`src/core/rifpm_map.vh`:
```
// Register map, field positions and constants for the radio flag and pin mapping block.
// What this block does
// - Six 2-bit pin select fields, pin 0 in top bits of first register, reset zero.
// - Clock output code picks crystal divided 1..32, RC oscillator, or off.
// - Mode-reached flag sets when requested mode is ready; resets to one.
// - Mode-reached flag clears on any mode change request until ready again.
// - Receive-ready flag sets in receive after settling; clears leaving receive.
// - Transmit-ready flag sets after amplifier ramp-up; clears leaving transmit.
// - Synth lock flag follows lock state in synth, receive or transmit.
// - Signal flag sets in receive above threshold; clears leaving receive or host write.
// - Timeout flag sets on either timer expiry; clears leaving receive or FIFO emptied.
// - Intermediate mode flag is high while in the automatic intermediate mode.
// - Sync flag sets on sync match; clears leaving receive, emptied; continuous host-clearable.
// - Buffer full flag high exactly while FIFO holds 66 bytes.
// - Buffer non-empty flag high while FIFO holds one or more bytes.
// - Buffer level flag high while byte count strictly exceeds the threshold.
// - Overrun flag sets on FIFO overrun in any mode except sleep.
// - Host writing one to overrun clears the FIFO and flag at once.
// - Frame-sent flag sets in transmit after full packet; clears leaving transmit.
// - Frame-received flag sets after last byte, CRC gated if enabled; clears when empty.
// - Checksum-good flag sets in receive on CRC pass; clears when FIFO empty.
// - Start timer raises timeout if no signal event in value times 16 bits.
// - Payload timer raises timeout if no frame after signal event; zero disables.
// - Signal threshold encodes minus value over two dBm; reset 0xE4.
// - Measured level is an unsigned half-dB magnitude compared against the threshold.
// - Buffer level threshold is a 7-bit field resetting to 0001111.
`ifndef RIFPM_MAP_VH
`define RIFPM_MAP_VH
// Register indexes; byte address is four times the index.
`define RIFPM_IDX_MAP_LOW    6'h25
`define RIFPM_IDX_MAP_HIGH   6'h26
`define RIFPM_IDX_FLAGS1     6'h27
`define RIFPM_IDX_FLAGS2     6'h28
`define RIFPM_IDX_THRESH     6'h29
`define RIFPM_IDX_TMO_START  6'h2A
`define RIFPM_IDX_TMO_PAY    6'h2B
`define RIFPM_IDX_LVL_THR    6'h3C
// Reset values.
`define RIFPM_RST_MAP        8'h00
`define RIFPM_RST_REF_CLOCK_OUTPUT     3'h7
`define RIFPM_RST_THRESH     8'hE4
`define RIFPM_RST_TMO        8'h00
`define RIFPM_RST_LVL_THR    7'h0F
// Field positions of the flag registers.
`define RIFPM_F1_MODE        7
`define RIFPM_F1_RXRDY       6
`define RIFPM_F1_TXRDY       5
`define RIFPM_F1_LOCK        4
`define RIFPM_F1_SIG         3
`define RIFPM_F1_TMO         2
`define RIFPM_F1_AUTO        1
`define RIFPM_F1_SYNC        0
`define RIFPM_F2_OVR         4
// Operating mode codes.
`define RIFPM_MODE_SLEEP     3'h0
`define RIFPM_MODE_STBY      3'h1
`define RIFPM_MODE_FS        3'h2
`define RIFPM_MODE_TX        3'h3
`define RIFPM_MODE_RX        3'h4
// Clock output codes and FIFO figures.
`define RIFPM_CLK_RC         3'h6
`define RIFPM_CLK_OFF        3'h7
`define RIFPM_FIFO_FULL      7'h42
`define RIFPM_FIFO_EMPTY     7'h00
`define RIFPM_BITS_PER_UNIT  4'h0
// Bus answers.
`define RIFPM_RESP_OKAY      2'h0
`define RIFPM_RESP_DECERR    2'h3
`endif

```
`src/core/rifpm_top.v`:
```
// Flag registers, receive timers, clock output divider and event pin routing.
//
// The AXI4-Lite interface to the registers was left to the implementer.
`timescale 1ns/1ps
`include "rifpm_map.vh"
module rifpm_top (
  input  wire        CLK_SYS,
  input  wire        RESETN,
  input  wire [7:0]  S_AXI_AWADDR,
  input  wire        S_AXI_AWVALID,
  output wire        S_AXI_AWREADY,
  input  wire [31:0] S_AXI_WDATA,
  input  wire [3:0]  S_AXI_WSTRB,
  input  wire        S_AXI_WVALID,
  output wire        S_AXI_WREADY,
  output wire [1:0]  S_AXI_BRESP,
  output wire        S_AXI_BVALID,
  input  wire        S_AXI_BREADY,
  input  wire [7:0]  S_AXI_ARADDR,
  input  wire        S_AXI_ARVALID,
  output wire        S_AXI_ARREADY,
  output wire [31:0] S_AXI_RDATA,
  output wire [1:0]  S_AXI_RRESP,
  output wire        S_AXI_RVALID,
  input  wire        S_AXI_RREADY,
  input  wire [2:0]  OP_MODE,
  input  wire        PACKET_MODE,
  input  wire        XO_RUNNING,
  input  wire        PLL_LOCKED,
  input  wire        RSSI_SAMPLING,
  input  wire        RX_SETTLED,
  input  wire        PA_RAMP_DONE,
  input  wire        AUTO_MODE_ACTIVE,
  input  wire [7:0]  SIGNAL_LEVEL,
  input  wire        SYNC_DETECT,
  input  wire [6:0]  FIFO_COUNT,
  input  wire        FIFO_OVERRUN,
  input  wire        PACKET_DONE,
  input  wire        PAYLOAD_DONE,
  input  wire        CRC_ON,
  input  wire        CRC_PASS,
  input  wire        CHECKSUM_AUTOCLEAR_DISABLE,
  input  wire        BIT_TICK,
  input  wire        CONT_DATA,
  input  wire        RC_OSC_CLK,
  output wire [5:0]  EVENT_PIN,
  output wire        REF_CLOCK_OUTPUT,
  output wire        RC_OSC_ENABLE,
  output wire        FIFO_CLEAR
);

  // Routes one pin: packet mode and continuous mode each have four sources.
  function rifpm_pin_route;
    input [1:0] code;
    input       pkt;
    input [7:0] src;
    begin
      if (pkt) begin
        rifpm_pin_route = src[code];
      end else begin
        rifpm_pin_route = src[{1'b1, code}];
      end
    end
  endfunction

  // Loads a receive timer with value times sixteen bit periods.
  function [11:0] rifpm_tmo_load;
    input [7:0] value;
    begin
      rifpm_tmo_load = {value, `RIFPM_BITS_PER_UNIT};
    end
  endfunction

  // Bus handshake state.
  reg        aw_ready_reg;
  reg        b_valid_reg;
  reg [1:0]  b_resp_reg;
  reg        ar_ready_reg;
  reg        r_valid_reg;
  reg [1:0]  r_resp_reg;
  reg [31:0] r_data_reg;
  // Configuration registers.
  reg [7:0]  map_low_reg;
  reg [3:0]  map_high_reg;
  reg [2:0]  ref_clock_out_select_reg;
  reg [7:0]  signal_level_threshold_reg;
  reg [7:0]  rx_start_timeout_reg;
  reg [7:0]  rx_payload_timeout_reg;
  reg [6:0]  buffer_level_threshold_reg;
  // Flags.
  reg        mode_reached_flag_reg;
  reg        receive_ready_flag_reg;
  reg        transmit_ready_flag_reg;
  reg        synth_lock_flag_reg;
  reg        signal_flag_reg;
  reg        timeout_flag_reg;
  reg        intermediate_mode_flag_reg;
  reg        sync_match_flag_reg;
  reg        buffer_full_flag_reg;
  reg        buffer_nonempty_flag_reg;
  reg        buffer_level_flag_reg;
  reg        buffer_overrun_flag_reg;
  reg        frame_sent_flag_reg;
  reg        frame_received_flag_reg;
  reg        checksum_good_flag_reg;
  // Mode tracking, timers and outputs.
  reg [2:0]  mode_prev_reg;
  reg        nonempty_prev_reg;
  reg [11:0] start_cnt_reg;
  reg        start_run_reg;
  reg [11:0] pay_cnt_reg;
  reg        pay_run_reg;
  reg [4:0]  div_cnt_reg;
  reg        rc_sync1_reg;
  reg        rc_sync2_reg;
  reg        ref_out_reg;
  reg        rc_en_reg;
  reg        fifo_clear_reg;
  reg [5:0]  pin_reg;

  // Decoded bus accesses.
  wire       wr_fire   = S_AXI_AWVALID & aw_ready_reg;
  wire [5:0] wr_idx    = S_AXI_AWADDR[7:2];
  wire       wr_lane   = S_AXI_WSTRB[0];
  wire [7:0] wd        = S_AXI_WDATA[7:0];
  wire       rd_fire   = S_AXI_ARVALID & ar_ready_reg;
  wire [5:0] rd_idx    = S_AXI_ARADDR[7:2];
  wire       wr_flags1 = wr_fire & wr_lane & (wr_idx == `RIFPM_IDX_FLAGS1);
  wire       wr_flags2 = wr_fire & wr_lane & (wr_idx == `RIFPM_IDX_FLAGS2);

  // Mode conditions.
  wire in_rx       = (OP_MODE == `RIFPM_MODE_RX);
  wire in_tx       = (OP_MODE == `RIFPM_MODE_TX);
  wire in_sleep    = (OP_MODE == `RIFPM_MODE_SLEEP);
  wire mode_change = (OP_MODE != mode_prev_reg);
  wire rx_entry    = in_rx & (mode_prev_reg != `RIFPM_MODE_RX);
  wire fifo_empty  = (FIFO_COUNT == `RIFPM_FIFO_EMPTY);
  wire emptied     = nonempty_prev_reg & fifo_empty;

  reg mode_ok;
  // Readiness of the requested operating mode.
  always @* begin
    case (OP_MODE)
      `RIFPM_MODE_SLEEP: mode_ok = 1'b1;
      `RIFPM_MODE_STBY:  mode_ok = XO_RUNNING;
      `RIFPM_MODE_FS:    mode_ok = PLL_LOCKED;
      `RIFPM_MODE_RX:    mode_ok = RSSI_SAMPLING;
      `RIFPM_MODE_TX:    mode_ok = PA_RAMP_DONE;
      default:           mode_ok = 1'b0;
    endcase
  end

  // Signal level above threshold means a smaller magnitude in half-dB steps.
  wire sig_set   = in_rx & RSSI_SAMPLING & (SIGNAL_LEVEL < signal_level_threshold_reg);
  wire sig_event = sig_set & ~signal_flag_reg;
  wire crc_gate  = ~CRC_ON | CHECKSUM_AUTOCLEAR_DISABLE | CRC_PASS;
  wire pay_set   = in_rx & PAYLOAD_DONE & crc_gate;
  wire start_exp = start_run_reg & BIT_TICK & (start_cnt_reg == 12'h001);
  wire pay_exp   = pay_run_reg & BIT_TICK & (pay_cnt_reg == 12'h001);

  // Register reads show configuration and live flag state.
  reg [7:0] rd_val;
  reg       rd_hit;
  always @* begin
    rd_val = 8'h00;
    rd_hit = 1'b1;
    case (rd_idx)
      `RIFPM_IDX_MAP_LOW:   rd_val = map_low_reg;
      `RIFPM_IDX_MAP_HIGH:  rd_val = {map_high_reg, 1'b0, ref_clock_out_select_reg};
      `RIFPM_IDX_FLAGS1:    rd_val = {mode_reached_flag_reg, receive_ready_flag_reg,
                                      transmit_ready_flag_reg, synth_lock_flag_reg,
                                      signal_flag_reg, timeout_flag_reg,
                                      intermediate_mode_flag_reg, sync_match_flag_reg};
      `RIFPM_IDX_FLAGS2:    rd_val = {buffer_full_flag_reg, buffer_nonempty_flag_reg,
                                      buffer_level_flag_reg, buffer_overrun_flag_reg,
                                      frame_sent_flag_reg, frame_received_flag_reg,
                                      checksum_good_flag_reg, 1'b0};
      `RIFPM_IDX_THRESH:    rd_val = signal_level_threshold_reg;
      `RIFPM_IDX_TMO_START: rd_val = rx_start_timeout_reg;
      `RIFPM_IDX_TMO_PAY:   rd_val = rx_payload_timeout_reg;
      `RIFPM_IDX_LVL_THR:   rd_val = {1'b0, buffer_level_threshold_reg};
      default:              rd_hit = 1'b0;
    endcase
  end

  // Write channel: address and data are taken together, one write at a time.
  always @(posedge CLK_SYS or negedge RESETN) begin
    if (!RESETN) begin
      aw_ready_reg <= 1'b0;
      b_valid_reg  <= 1'b0;
      b_resp_reg   <= `RIFPM_RESP_OKAY;
    end else begin
      aw_ready_reg <= S_AXI_AWVALID & S_AXI_WVALID & ~aw_ready_reg & ~b_valid_reg;
      if (wr_fire) begin
        b_valid_reg <= 1'b1;
        case (wr_idx)
          `RIFPM_IDX_MAP_LOW, `RIFPM_IDX_MAP_HIGH, `RIFPM_IDX_FLAGS1,
          `RIFPM_IDX_FLAGS2, `RIFPM_IDX_THRESH, `RIFPM_IDX_TMO_START,
          `RIFPM_IDX_TMO_PAY, `RIFPM_IDX_LVL_THR: b_resp_reg <= `RIFPM_RESP_OKAY;
          default: b_resp_reg <= `RIFPM_RESP_DECERR;
        endcase
      end else if (S_AXI_BREADY) begin
        b_valid_reg <= 1'b0;
      end
    end
  end

  // Read channel: data is captured on the address handshake.
  always @(posedge CLK_SYS or negedge RESETN) begin
    if (!RESETN) begin
      ar_ready_reg <= 1'b0;
      r_valid_reg  <= 1'b0;
      r_resp_reg   <= `RIFPM_RESP_OKAY;
      r_data_reg   <= 32'h00000000;
    end else begin
      ar_ready_reg <= S_AXI_ARVALID & ~ar_ready_reg & ~r_valid_reg;
      if (rd_fire) begin
        r_valid_reg <= 1'b1;
        r_data_reg  <= {24'h000000, rd_val};
        r_resp_reg  <= rd_hit ? `RIFPM_RESP_OKAY : `RIFPM_RESP_DECERR;
      end else if (S_AXI_RREADY) begin
        r_valid_reg <= 1'b0;
      end
    end
  end

  // Configuration registers written by software.
  always @(posedge CLK_SYS or negedge RESETN) begin
    if (!RESETN) begin
      map_low_reg                <= `RIFPM_RST_MAP;
      map_high_reg               <= 4'h0;
      ref_clock_out_select_reg   <= `RIFPM_RST_REF_CLOCK_OUTPUT;
      signal_level_threshold_reg <= `RIFPM_RST_THRESH;
      rx_start_timeout_reg       <= `RIFPM_RST_TMO;
      rx_payload_timeout_reg     <= `RIFPM_RST_TMO;
      buffer_level_threshold_reg <= `RIFPM_RST_LVL_THR;
    end else if (wr_fire & wr_lane) begin
      case (wr_idx)
        `RIFPM_IDX_MAP_LOW: map_low_reg <= wd;
        `RIFPM_IDX_MAP_HIGH: begin
          map_high_reg             <= wd[7:4];
          ref_clock_out_select_reg <= wd[2:0];
        end
        `RIFPM_IDX_THRESH:    signal_level_threshold_reg <= wd;
        `RIFPM_IDX_TMO_START: rx_start_timeout_reg <= wd;
        `RIFPM_IDX_TMO_PAY:   rx_payload_timeout_reg <= wd;
        `RIFPM_IDX_LVL_THR:   buffer_level_threshold_reg <= wd[6:0];
        default: ;
      endcase
    end
  end

  // Mode-related flags; a mode change drops readiness until reached again.
  always @(posedge CLK_SYS or negedge RESETN) begin
    if (!RESETN) begin
      mode_prev_reg              <= `RIFPM_MODE_SLEEP;
      mode_reached_flag_reg      <= 1'b1;
      receive_ready_flag_reg     <= 1'b0;
      transmit_ready_flag_reg    <= 1'b0;
      synth_lock_flag_reg        <= 1'b0;
      intermediate_mode_flag_reg <= 1'b0;
      nonempty_prev_reg          <= 1'b0;
    end else begin
      mode_prev_reg <= OP_MODE;
      if (mode_change) begin
        mode_reached_flag_reg <= 1'b0;
      end else if (mode_ok) begin
        mode_reached_flag_reg <= 1'b1;
      end
      receive_ready_flag_reg     <= in_rx & (receive_ready_flag_reg | RX_SETTLED);
      transmit_ready_flag_reg    <= in_tx & (transmit_ready_flag_reg | PA_RAMP_DONE);
      synth_lock_flag_reg        <= PLL_LOCKED & (in_rx | in_tx |
                                    (OP_MODE == `RIFPM_MODE_FS));
      intermediate_mode_flag_reg <= AUTO_MODE_ACTIVE;
      nonempty_prev_reg          <= ~fifo_empty;
    end
  end

  // Event flags; a hardware set in the same cycle as a clear wins.
  always @(posedge CLK_SYS or negedge RESETN) begin
    if (!RESETN) begin
      signal_flag_reg         <= 1'b0;
      timeout_flag_reg        <= 1'b0;
      sync_match_flag_reg     <= 1'b0;
      buffer_overrun_flag_reg <= 1'b0;
      frame_sent_flag_reg     <= 1'b0;
      frame_received_flag_reg <= 1'b0;
      checksum_good_flag_reg  <= 1'b0;
    end else begin
      if (sig_set) begin
        signal_flag_reg <= 1'b1;
      end else if (~in_rx | (wr_flags1 & wd[`RIFPM_F1_SIG])) begin
        signal_flag_reg <= 1'b0;
      end
      if (start_exp | pay_exp) begin
        timeout_flag_reg <= 1'b1;
      end else if (~in_rx | emptied) begin
        timeout_flag_reg <= 1'b0;
      end
      if (in_rx & SYNC_DETECT) begin
        sync_match_flag_reg <= 1'b1;
      end else if (~in_rx | emptied |
                   (~PACKET_MODE & wr_flags1 & wd[`RIFPM_F1_SYNC])) begin
        sync_match_flag_reg <= 1'b0;
      end
      if (FIFO_OVERRUN & ~in_sleep) begin
        buffer_overrun_flag_reg <= 1'b1;
      end else if (wr_flags2 & wd[`RIFPM_F2_OVR]) begin
        buffer_overrun_flag_reg <= 1'b0;
      end
      if (in_tx & PACKET_DONE) begin
        frame_sent_flag_reg <= 1'b1;
      end else if (~in_tx) begin
        frame_sent_flag_reg <= 1'b0;
      end
      if (pay_set) begin
        frame_received_flag_reg <= 1'b1;
      end else if (fifo_empty) begin
        frame_received_flag_reg <= 1'b0;
      end
      if (in_rx & PAYLOAD_DONE & CRC_PASS) begin
        checksum_good_flag_reg <= 1'b1;
      end else if (fifo_empty) begin
        checksum_good_flag_reg <= 1'b0;
      end
    end
  end

  // FIFO occupancy flags and the clear pulse sent to the FIFO.
  always @(posedge CLK_SYS or negedge RESETN) begin
    if (!RESETN) begin
      buffer_full_flag_reg     <= 1'b0;
      buffer_nonempty_flag_reg <= 1'b0;
      buffer_level_flag_reg    <= 1'b0;
      fifo_clear_reg           <= 1'b0;
    end else begin
      buffer_full_flag_reg     <= (FIFO_COUNT == `RIFPM_FIFO_FULL);
      buffer_nonempty_flag_reg <= ~fifo_empty;
      buffer_level_flag_reg    <= (FIFO_COUNT > buffer_level_threshold_reg);
      fifo_clear_reg           <= wr_flags2 & wd[`RIFPM_F2_OVR];
    end
  end

  // Start timer runs from receive entry until a signal event or expiry.
  always @(posedge CLK_SYS or negedge RESETN) begin
    if (!RESETN) begin
      start_cnt_reg <= 12'h000;
      start_run_reg <= 1'b0;
    end else if (~in_rx | sig_event | start_exp) begin
      start_run_reg <= 1'b0;
    end else if (rx_entry) begin
      start_cnt_reg <= rifpm_tmo_load(rx_start_timeout_reg);
      start_run_reg <= (rx_start_timeout_reg != `RIFPM_RST_TMO);
    end else if (start_run_reg & BIT_TICK) begin
      start_cnt_reg <= start_cnt_reg - 12'h001;
    end
  end

  // Payload timer runs from a signal event until a frame arrives or expiry.
  always @(posedge CLK_SYS or negedge RESETN) begin
    if (!RESETN) begin
      pay_cnt_reg <= 12'h000;
      pay_run_reg <= 1'b0;
    end else if (~in_rx | pay_set | pay_exp) begin
      pay_run_reg <= 1'b0;
    end else if (sig_event) begin
      pay_cnt_reg <= rifpm_tmo_load(rx_payload_timeout_reg);
      pay_run_reg <= (rx_payload_timeout_reg != `RIFPM_RST_TMO);
    end else if (pay_run_reg & BIT_TICK) begin
      pay_cnt_reg <= pay_cnt_reg - 12'h001;
    end
  end

  // Clock output: divided crystal as enable pulses, RC oscillator, or off.
  wire [4:0] div_mask = (5'h01 << ref_clock_out_select_reg) - 5'h01;
  always @(posedge CLK_SYS or negedge RESETN) begin
    if (!RESETN) begin
      div_cnt_reg  <= 5'h00;
      rc_sync1_reg <= 1'b0;
      rc_sync2_reg <= 1'b0;
      ref_out_reg  <= 1'b0;
      rc_en_reg    <= 1'b0;
    end else begin
      div_cnt_reg  <= div_cnt_reg + 5'h01;
      rc_sync1_reg <= RC_OSC_CLK;
      rc_sync2_reg <= rc_sync1_reg;
      rc_en_reg    <= (ref_clock_out_select_reg == `RIFPM_CLK_RC);
      case (ref_clock_out_select_reg)
        `RIFPM_CLK_RC:  ref_out_reg <= rc_sync2_reg;
        `RIFPM_CLK_OFF: ref_out_reg <= 1'b0;
        default:        ref_out_reg <= ((div_cnt_reg & div_mask) == 5'h00);
      endcase
    end
  end

  // Event pins: packet sources in slots 0-3, continuous sources in slots 4-7.
  wire [7:0]  pin_src = {timeout_flag_reg, signal_flag_reg, CONT_DATA, sync_match_flag_reg,
                         mode_reached_flag_reg, sync_match_flag_reg, buffer_level_flag_reg,
                         in_tx ? frame_sent_flag_reg : frame_received_flag_reg};
  wire [11:0] pin_map = {map_low_reg, map_high_reg};
  integer i;
  always @(posedge CLK_SYS or negedge RESETN) begin
    if (!RESETN) begin
      pin_reg <= 6'h00;
    end else begin
      for (i = 0; i < 6; i = i + 1) begin
        pin_reg[i] <= rifpm_pin_route(pin_map[11 - 2 * i -: 2], PACKET_MODE, pin_src);
      end
    end
  end

  assign S_AXI_AWREADY    = aw_ready_reg;
  assign S_AXI_WREADY     = aw_ready_reg;
  assign S_AXI_BVALID     = b_valid_reg;
  assign S_AXI_BRESP      = b_resp_reg;
  assign S_AXI_ARREADY    = ar_ready_reg;
  assign S_AXI_RVALID     = r_valid_reg;
  assign S_AXI_RRESP      = r_resp_reg;
  assign S_AXI_RDATA      = r_data_reg;
  assign EVENT_PIN        = pin_reg;
  assign REF_CLOCK_OUTPUT = ref_out_reg;
  assign RC_OSC_ENABLE    = rc_en_reg;
  assign FIFO_CLEAR       = fifo_clear_reg;

endmodule

```
`config.mk`:
```
export PLATFORM = sky130hd
export DESIGN_NAME = rifpm_top
export DESIGN_NICKNAME = d
export VERILOG_FILES = /design/src/core/rifpm_top.v
export VERILOG_INCLUDE_DIRS = /design/src /design/src/core
export SDC_FILE = /design/constraint.sdc
export NUM_CORES = 1
export LEC_CHECK = 0
export BUFFER_PORTS_ARGS = -buffer_cell sky130_fd_sc_hd__buf_4
export CAP_MARGIN = 20
export CELL_PAD_IN_SITES_DETAIL_PLACEMENT = 1
export CELL_PAD_IN_SITES_GLOBAL_PLACEMENT = 1
export CORE_MARGIN = 2
export CORE_UTILIZATION = 42
export DETAILED_ROUTE_END_ITERATION = 10
export PLACE_DENSITY = 0.92
export SLEW_MARGIN = 20
export SYNTH_ARGS = -nofsm -noshare
export SYNTH_HDL_FRONTEND = slang
export SYNTH_SLANG_ARGS = --single-unit
```
`constraint.sdc`:
```
create_clock -name CLK_SYS -period 3.1 [get_ports CLK_SYS]
set_input_delay 0.465 -clock CLK_SYS [delete_from_list [all_inputs] [get_ports CLK_SYS]]
set_output_delay 0.465 -clock CLK_SYS [all_outputs]
set_load 0.01 [all_outputs]
```
After elaboration in Yosys (flattened, before gate mapping). Cells that the tools add are included.

Register bits after elaboration: 122. Bits of input ports: 94. Output and inout port bits: 50. Logic and storage cells: 239.

$add $sub $neg: 4. Magnitude comparators: 14. Eq/ne operators: 28. Shift operators: 1. Mux-type cells: 64. Bitwise logic cells: 59. Reduce and logical (&&, ||, !) cells: 28.

Operator list (number): equality test 6 bit, second input constant (16); one-hot mux 8 bit (8 select lines) (1); two-way mux 12 bit (4); two-way mux 1 bit (43); bitwise AND 1 bit (32); nonzero test 2 bit (13); binary-select mux 1 bit (select 2 bit) (12); equality test 12 x 1 -> 1 bit, second input constant (2); less-than comparator 2 x 4 -> 1 bit, second input constant (6); less-than comparator 3 x 4 -> 1 bit, second input constant (6); subtractor 12 x 1 -> 12 bit, second input constant (2); AND reduction 2 bit (8); nonzero test 8 bit (2); OR reduction 8 bit (2); OR 1 bit (14); inverter 1 bit (12); equality test 3 bit, second input constant (3); less-than comparator 8 bit (1); equality test 7 bit, second input constant (1); greater-than comparator 7 bit (1); zero test 7 bit (1); equality test 3 x 2 -> 1 bit, second input constant (2); adder 5 x 1 -> 5 bit, second input constant (1); bitwise AND 5 bit (1); 11 further kinds (12).

Logic depth before layout (Yosys ltp).
Depth in word-level cells: 8. Mapped depth: 9. Mapped depth without buffers: 8.

Worst setup path after synthesis. No wires, ideal clock.

Path kind: register -> register. Start point: register signal_level_threshold_reg[2]. End point: register pay_cnt_reg[8]. Library setup time: 0.126 ns. Data arrival time: 2.375 ns. Required time: 2.974 ns. Path slack: 0.599 ns. Cell stages (with the launch flop): 10. Buffers on the path: 1. Clock period less this slack: 2.501 ns. Cell sequence: dfstp_2 -> inv_1 -> ha_1 -> a211oi_1 -> o21ai_1 -> a2111o_1 -> nor2_1 -> buf_2 -> o21ai_1 -> a221o_1.

Longest elaborated chain between the ends: 5. Elaborated cells on any way between the ends: 6. Classes of those cells: 1 x order compare; 1 x mux; 2 x bitwise; 2 x reduce/logical.

Ends and longest elaborated chain: from (decl) (line rifpm_top.v:86) `reg [7:0] signal_level_threshold_reg;`; from (signal assigned) (line rifpm_top.v:233) `` signal_level_threshold_reg <= `RIFPM_RST_THRESH; ``; from (signal assigned) (line rifpm_top.v:244) `` `RIFPM_IDX_THRESH: signal_level_threshold_reg <= wd; ``; less-than comparator 8 bit * (line rifpm_top.v:154) `wire sig_set = in_rx & RSSI_SAMPLING & (SIGNAL_LEVEL < signal_level_threshold_reg);`; bitwise AND 1 bit * (line rifpm_top.v:154); bitwise AND 1 bit * (line rifpm_top.v:155) `wire sig_event = sig_set & ~signal_flag_reg;`; nonzero test 2 bit (no line); AND reduction 2 bit (no line); to (signal assigned) (line rifpm_top.v:367) `pay_cnt_reg <= rifpm_tmo_load(rx_payload_timeout_reg);`; to (signal assigned) (line rifpm_top.v:370) `pay_cnt_reg <= pay_cnt_reg - 12'h001;`; to (decl) (line rifpm_top.v:111) `reg [11:0] pay_cnt_reg;`.

Every way passes the cells marked *; elsewhere a longest branch is shown, timed or not. A chain may end at the register's enable or synchronous reset.

Final worst setup path.
Start point: register signal_level_threshold_reg[2]. End point: register pay_cnt_reg[5].

The elaborated chain is that of the path after synthesis.

==> results.md <==
- P_leak: approximately 3.6 nW
- Row count: 45
- Register-to-register setup slack: roughly 130 ps
- GRT Total Usage: 28.4%
- Worst hold slack: roughly 40 ps
- Crit-path slowest cell: a2111o_1
- WL/cell: 24.1 um
- Worst reg2reg path depth: 8
- Cells after Synth: 632
- Final setup viols: 0
- Initial Util: a little over two fifths
- Drt first pass iters: 5
- Headroom to the max-slew limit: 41.4%
- IO Pins: 144
- Top_reg_cell synth: dfrtp_1
- Die height: 130 um
- Placed Cells: between 900 and 1000
- Worst Path Max Fanout: 5
- Vias: just under 6000
- Post-route DRC: 0
- CTS Hold Bufs: 0
- Unrepaired setup endpoints after global routing: no
- CTS buffer count: 17
- Number of distinct library cells after synthesis: 70
- Top-area cell type share of the netlist area: between 40% and 50%
- Max VDD drop: around 0.42 mV
- CTS H-Tree Depth: 4
- Crit-path cells: inv_1, ha_1, a211oi_1, o21ai_1, a2111o_1, o21ai_0, a21boi_0, o2bb2ai_1
- Overall power: 4.40 mW
- Post-route insts no fill: 947
- Clk slew on worst S/H paths: ~50 ps
- Area Overhead vs Synth: 21.5%
- Register area share after synthesis: a little under half
- Synth async-reset ratio: 100%
- Antenna violations before repair: 0
- Vias per inst: a little over 6
- Mean Syn Cell Area: between 10 and 15 um2
- Number of diodes: 0
- Worst Path Buf+Inv: 1
- Critical path arrival: about 3300 ps
- DIE AREA: 16800 um2
- ANT nets after route: 0
- Net count, final: 837
- Post-layout instance area: a little over 8000 um2
- FMAX: about 0.34 GHz
- CP Launch Type: register
- Worst reg2reg endpoint: pay_cnt_reg[5]
- Cell Pwr Density: between 500 and 600 nW/um2
- Final HPWL DP: between 15000 and 20000 um
- Fin Setup TNS: 0 ps
- Largest delay share family, worst path: compound AO/OA/AOI/OAI gates
- Port Buf Inserts: ~90
- Root buf cell: clkbuf_16
- Max Buffers Root-to-Sink: 2
- Post-synth EDFFs: 0
- R2R Path Start: signal_level_threshold_reg[2]
- Final Critical Period: a little under 3000 ps
- Flops & latches, synth: 120
- Vias in the first global route: approximately 6400
- HP Class: input port to async pin
- Aggregate routed wire length: 22800 um
- Die Width: 130 um
- CP endpoint kind: register
- Top post-synthesis cells by area: dfrtp_1 (41%), mux2_2 (7.5%), dfstp_2 (4.8%), mux4_2 (4.1%), ha_1 (3.8%)
- Synthesis Warnings: 0
- Measured slew at the worst slew-check pin: between 800 and 900 ps
- Core Region: approximately 15000 um2
- Max-cap check violation count: 0
- Final Slew Violations: 0
- First DRT Iteration DRCs: between 400 and 500
- Final Cycle Share: 95.9%
- GPL Wtd Cong: 0.886
- TritonCTS clock tree: yes
- Worst EP required: between 3000 and 4000 ps
- TritonCTS Sinks: 120
- Largest net degree at the start of global routing: 53
- Slowest stage delay, CP: 580 ps
- Kind of critical path: register to register
- Final Hold Viols: 0
- Skew-Pair Late Insertion Delay: between 400 and 500 ps
- Cell taking the most area after synthesis: dfrtp_1
- Global-route wire length before repair: around 36000 um
- Placed inst area: ~7400 um2
- Total gr overflow: 0
- Skew final: 11.1 ps
- Status: complete, no violations
- Share of post-route cells with drive strength above 1: around 29%
- Post-Synthesis Cell Area: between 6000 and 7000 um2
==> cells in the mapped netlist (all sizes together) (3+ instances only) <==
cell	count
or2	3
nor3b	4
clkbuf	15
dfstp	12
a221o	8
inv	35
mux2	44
nand4	9
buf	33
a21o	5
dfrtp	108
a221oi	8
nand3	13
o21ai	52
nand2b	5
a22o	5
o31ai	4
nor2	42
xnor2	3
ha	20
nand2	45
nor3	9
mux2i	3
o22ai	9
or4	5
nor4	12
nand3b	3
o2bb2ai	3
nor2b	9
and3	5
o32ai	3
mux4	12
and2	6
a211oi	4
xor2	3
a22oi	19
a21oi	26
==> per-stage QoR <==
stage	util (%)	setup WS, ps
detailed placement	48.5	197
floorplan	-	599
CTS	52.5	77.7
global route	52.5	45.8
global placement	48.5	235
finish	52.5	127
==> worst reg2reg max path: cells and delay by family, from the launching register on <==
family,cells,cell delay [ps]
buffers and inverters,1,50
adder cells (fa/ha/maj),1,290
AO/OA/AOI/OAI,6,1960
flip-flops,1,540
==> layout by cell type (no fill, tap or decap), types with 3 or more instances in the layout <==
| cell | netlist | final |
|---|---|---|
| a221oi_1 | 8 | 8 |
| clkbuf_16 | 0 | 17 |
| nand3_1 | 13 | 13 |
| inv_1 | 35 | 35 |
| nor2_1 | 41 | 40 |
| nand3b_1 | 3 | 3 |
| xnor2_1 | 3 | 3 |
| nand2b_1 | 5 | 5 |
| clkbuf_8 | 0 | 5 |
| dfrtp_1 | 108 | 108 |
| conb_1 | 1 | 24 |
| clkinv_2 | 0 | 3 |
| bufinv_16 | 0 | 3 |
| a211oi_1 | 4 | 4 |
| a21o_1 | 5 | 5 |
| nand2_1 | 44 | 44 |
| o32ai_1 | 3 | 3 |
| nor3b_1 | 4 | 4 |
| or4_1 | 3 | 3 |
| o22ai_1 | 8 | 8 |
| clkbuf_1 | 15 | 3 |
| and3_1 | 5 | 5 |
| a22o_1 | 5 | 5 |
| nor2b_1 | 9 | 9 |
| ha_1 | 20 | 20 |
| nor3_1 | 9 | 9 |
| dfstp_2 | 12 | 12 |
| xor2_1 | 3 | 3 |
| and2_1 | 6 | 6 |
| mux2i_1 | 3 | 3 |
| o21ai_0 | 48 | 48 |
| nand4_1 | 9 | 9 |
| mux2_2 | 44 | 44 |
| buf_4 | 28 | 96 |
| a221o_1 | 8 | 8 |
| mux4_2 | 12 | 12 |
| o31ai_1 | 4 | 4 |
| nor4_1 | 11 | 11 |
| a22oi_1 | 19 | 19 |
| a21oi_1 | 23 | 23 |
==> cell families (layout without fill, tap and decap cells) <==
kind of cell	Yosys count	in the layout	share of synthesized area, %
xor+xnor	6	6	0.794
fa+ha+maj	20	20	3.78
simple gates	176	176	13.7
other cells	1	24	0.0566
flops	120	120	45.6
compound gates	167	167	17.7
buf+inv	83	164	6.35
mux	59	59	12.0
==> how the worst max path moves through the flow <==
stage	end	start	cells past startpoint	slack, ps
finish	pay_cnt_reg[5]	signal_level_threshold_reg[2]	8	130
global route	pay_cnt_reg[5]	signal_level_threshold_reg[2]	8	50
CTS	pay_cnt_reg[10]	signal_level_threshold_reg[2]	8	80
detailed placement	pay_cnt_reg[10]	SIGNAL_LEVEL[2]	8	200
global placement	pay_cnt_reg[10]	SIGNAL_LEVEL[2]	8	230
floorplan	pay_cnt_reg[8]	signal_level_threshold_reg[2]	9	600
==> per-layer routing <==
metal  up-vias  global-route usage, %  share of wire, %
met3       105                   6.07               7.0
li1       2481                      -                 -
met4         0                   17.3               5.1
met1      2962                   33.6                39
met5         -                      0                 0
met2       327                   47.6                49
==> area by class of cell <==
type                       instances  area (um2)
sequential                       120        3020
tap                              211         264
multi-input combinational        452        3270
clock buffer                      25         505
clock inverter                     7         114
fill                            1705        7270
inverter                          35         131
timing repair buffer              97         741
==> power breakdown <==
part / total [mW] / switching (mW) / internal (mW) / leakage (nW)
combinational: 0.531 / 0.298 / 0.233 / 1.78
clock: 2.11 / 0.738 / 1.37 / 0.307
sequential: 1.76 / 0.103 / 1.66 / 1.51
total: 4.40 / 1.14 / 3.26 / 3.59
==> what timing repair did <==
action | CTS | global route
setup buffers | 0 | 0
resized for setup | 0 | 2
setup endpoints to repair | 0 | 8
Power figures use the tool's default switching activity.
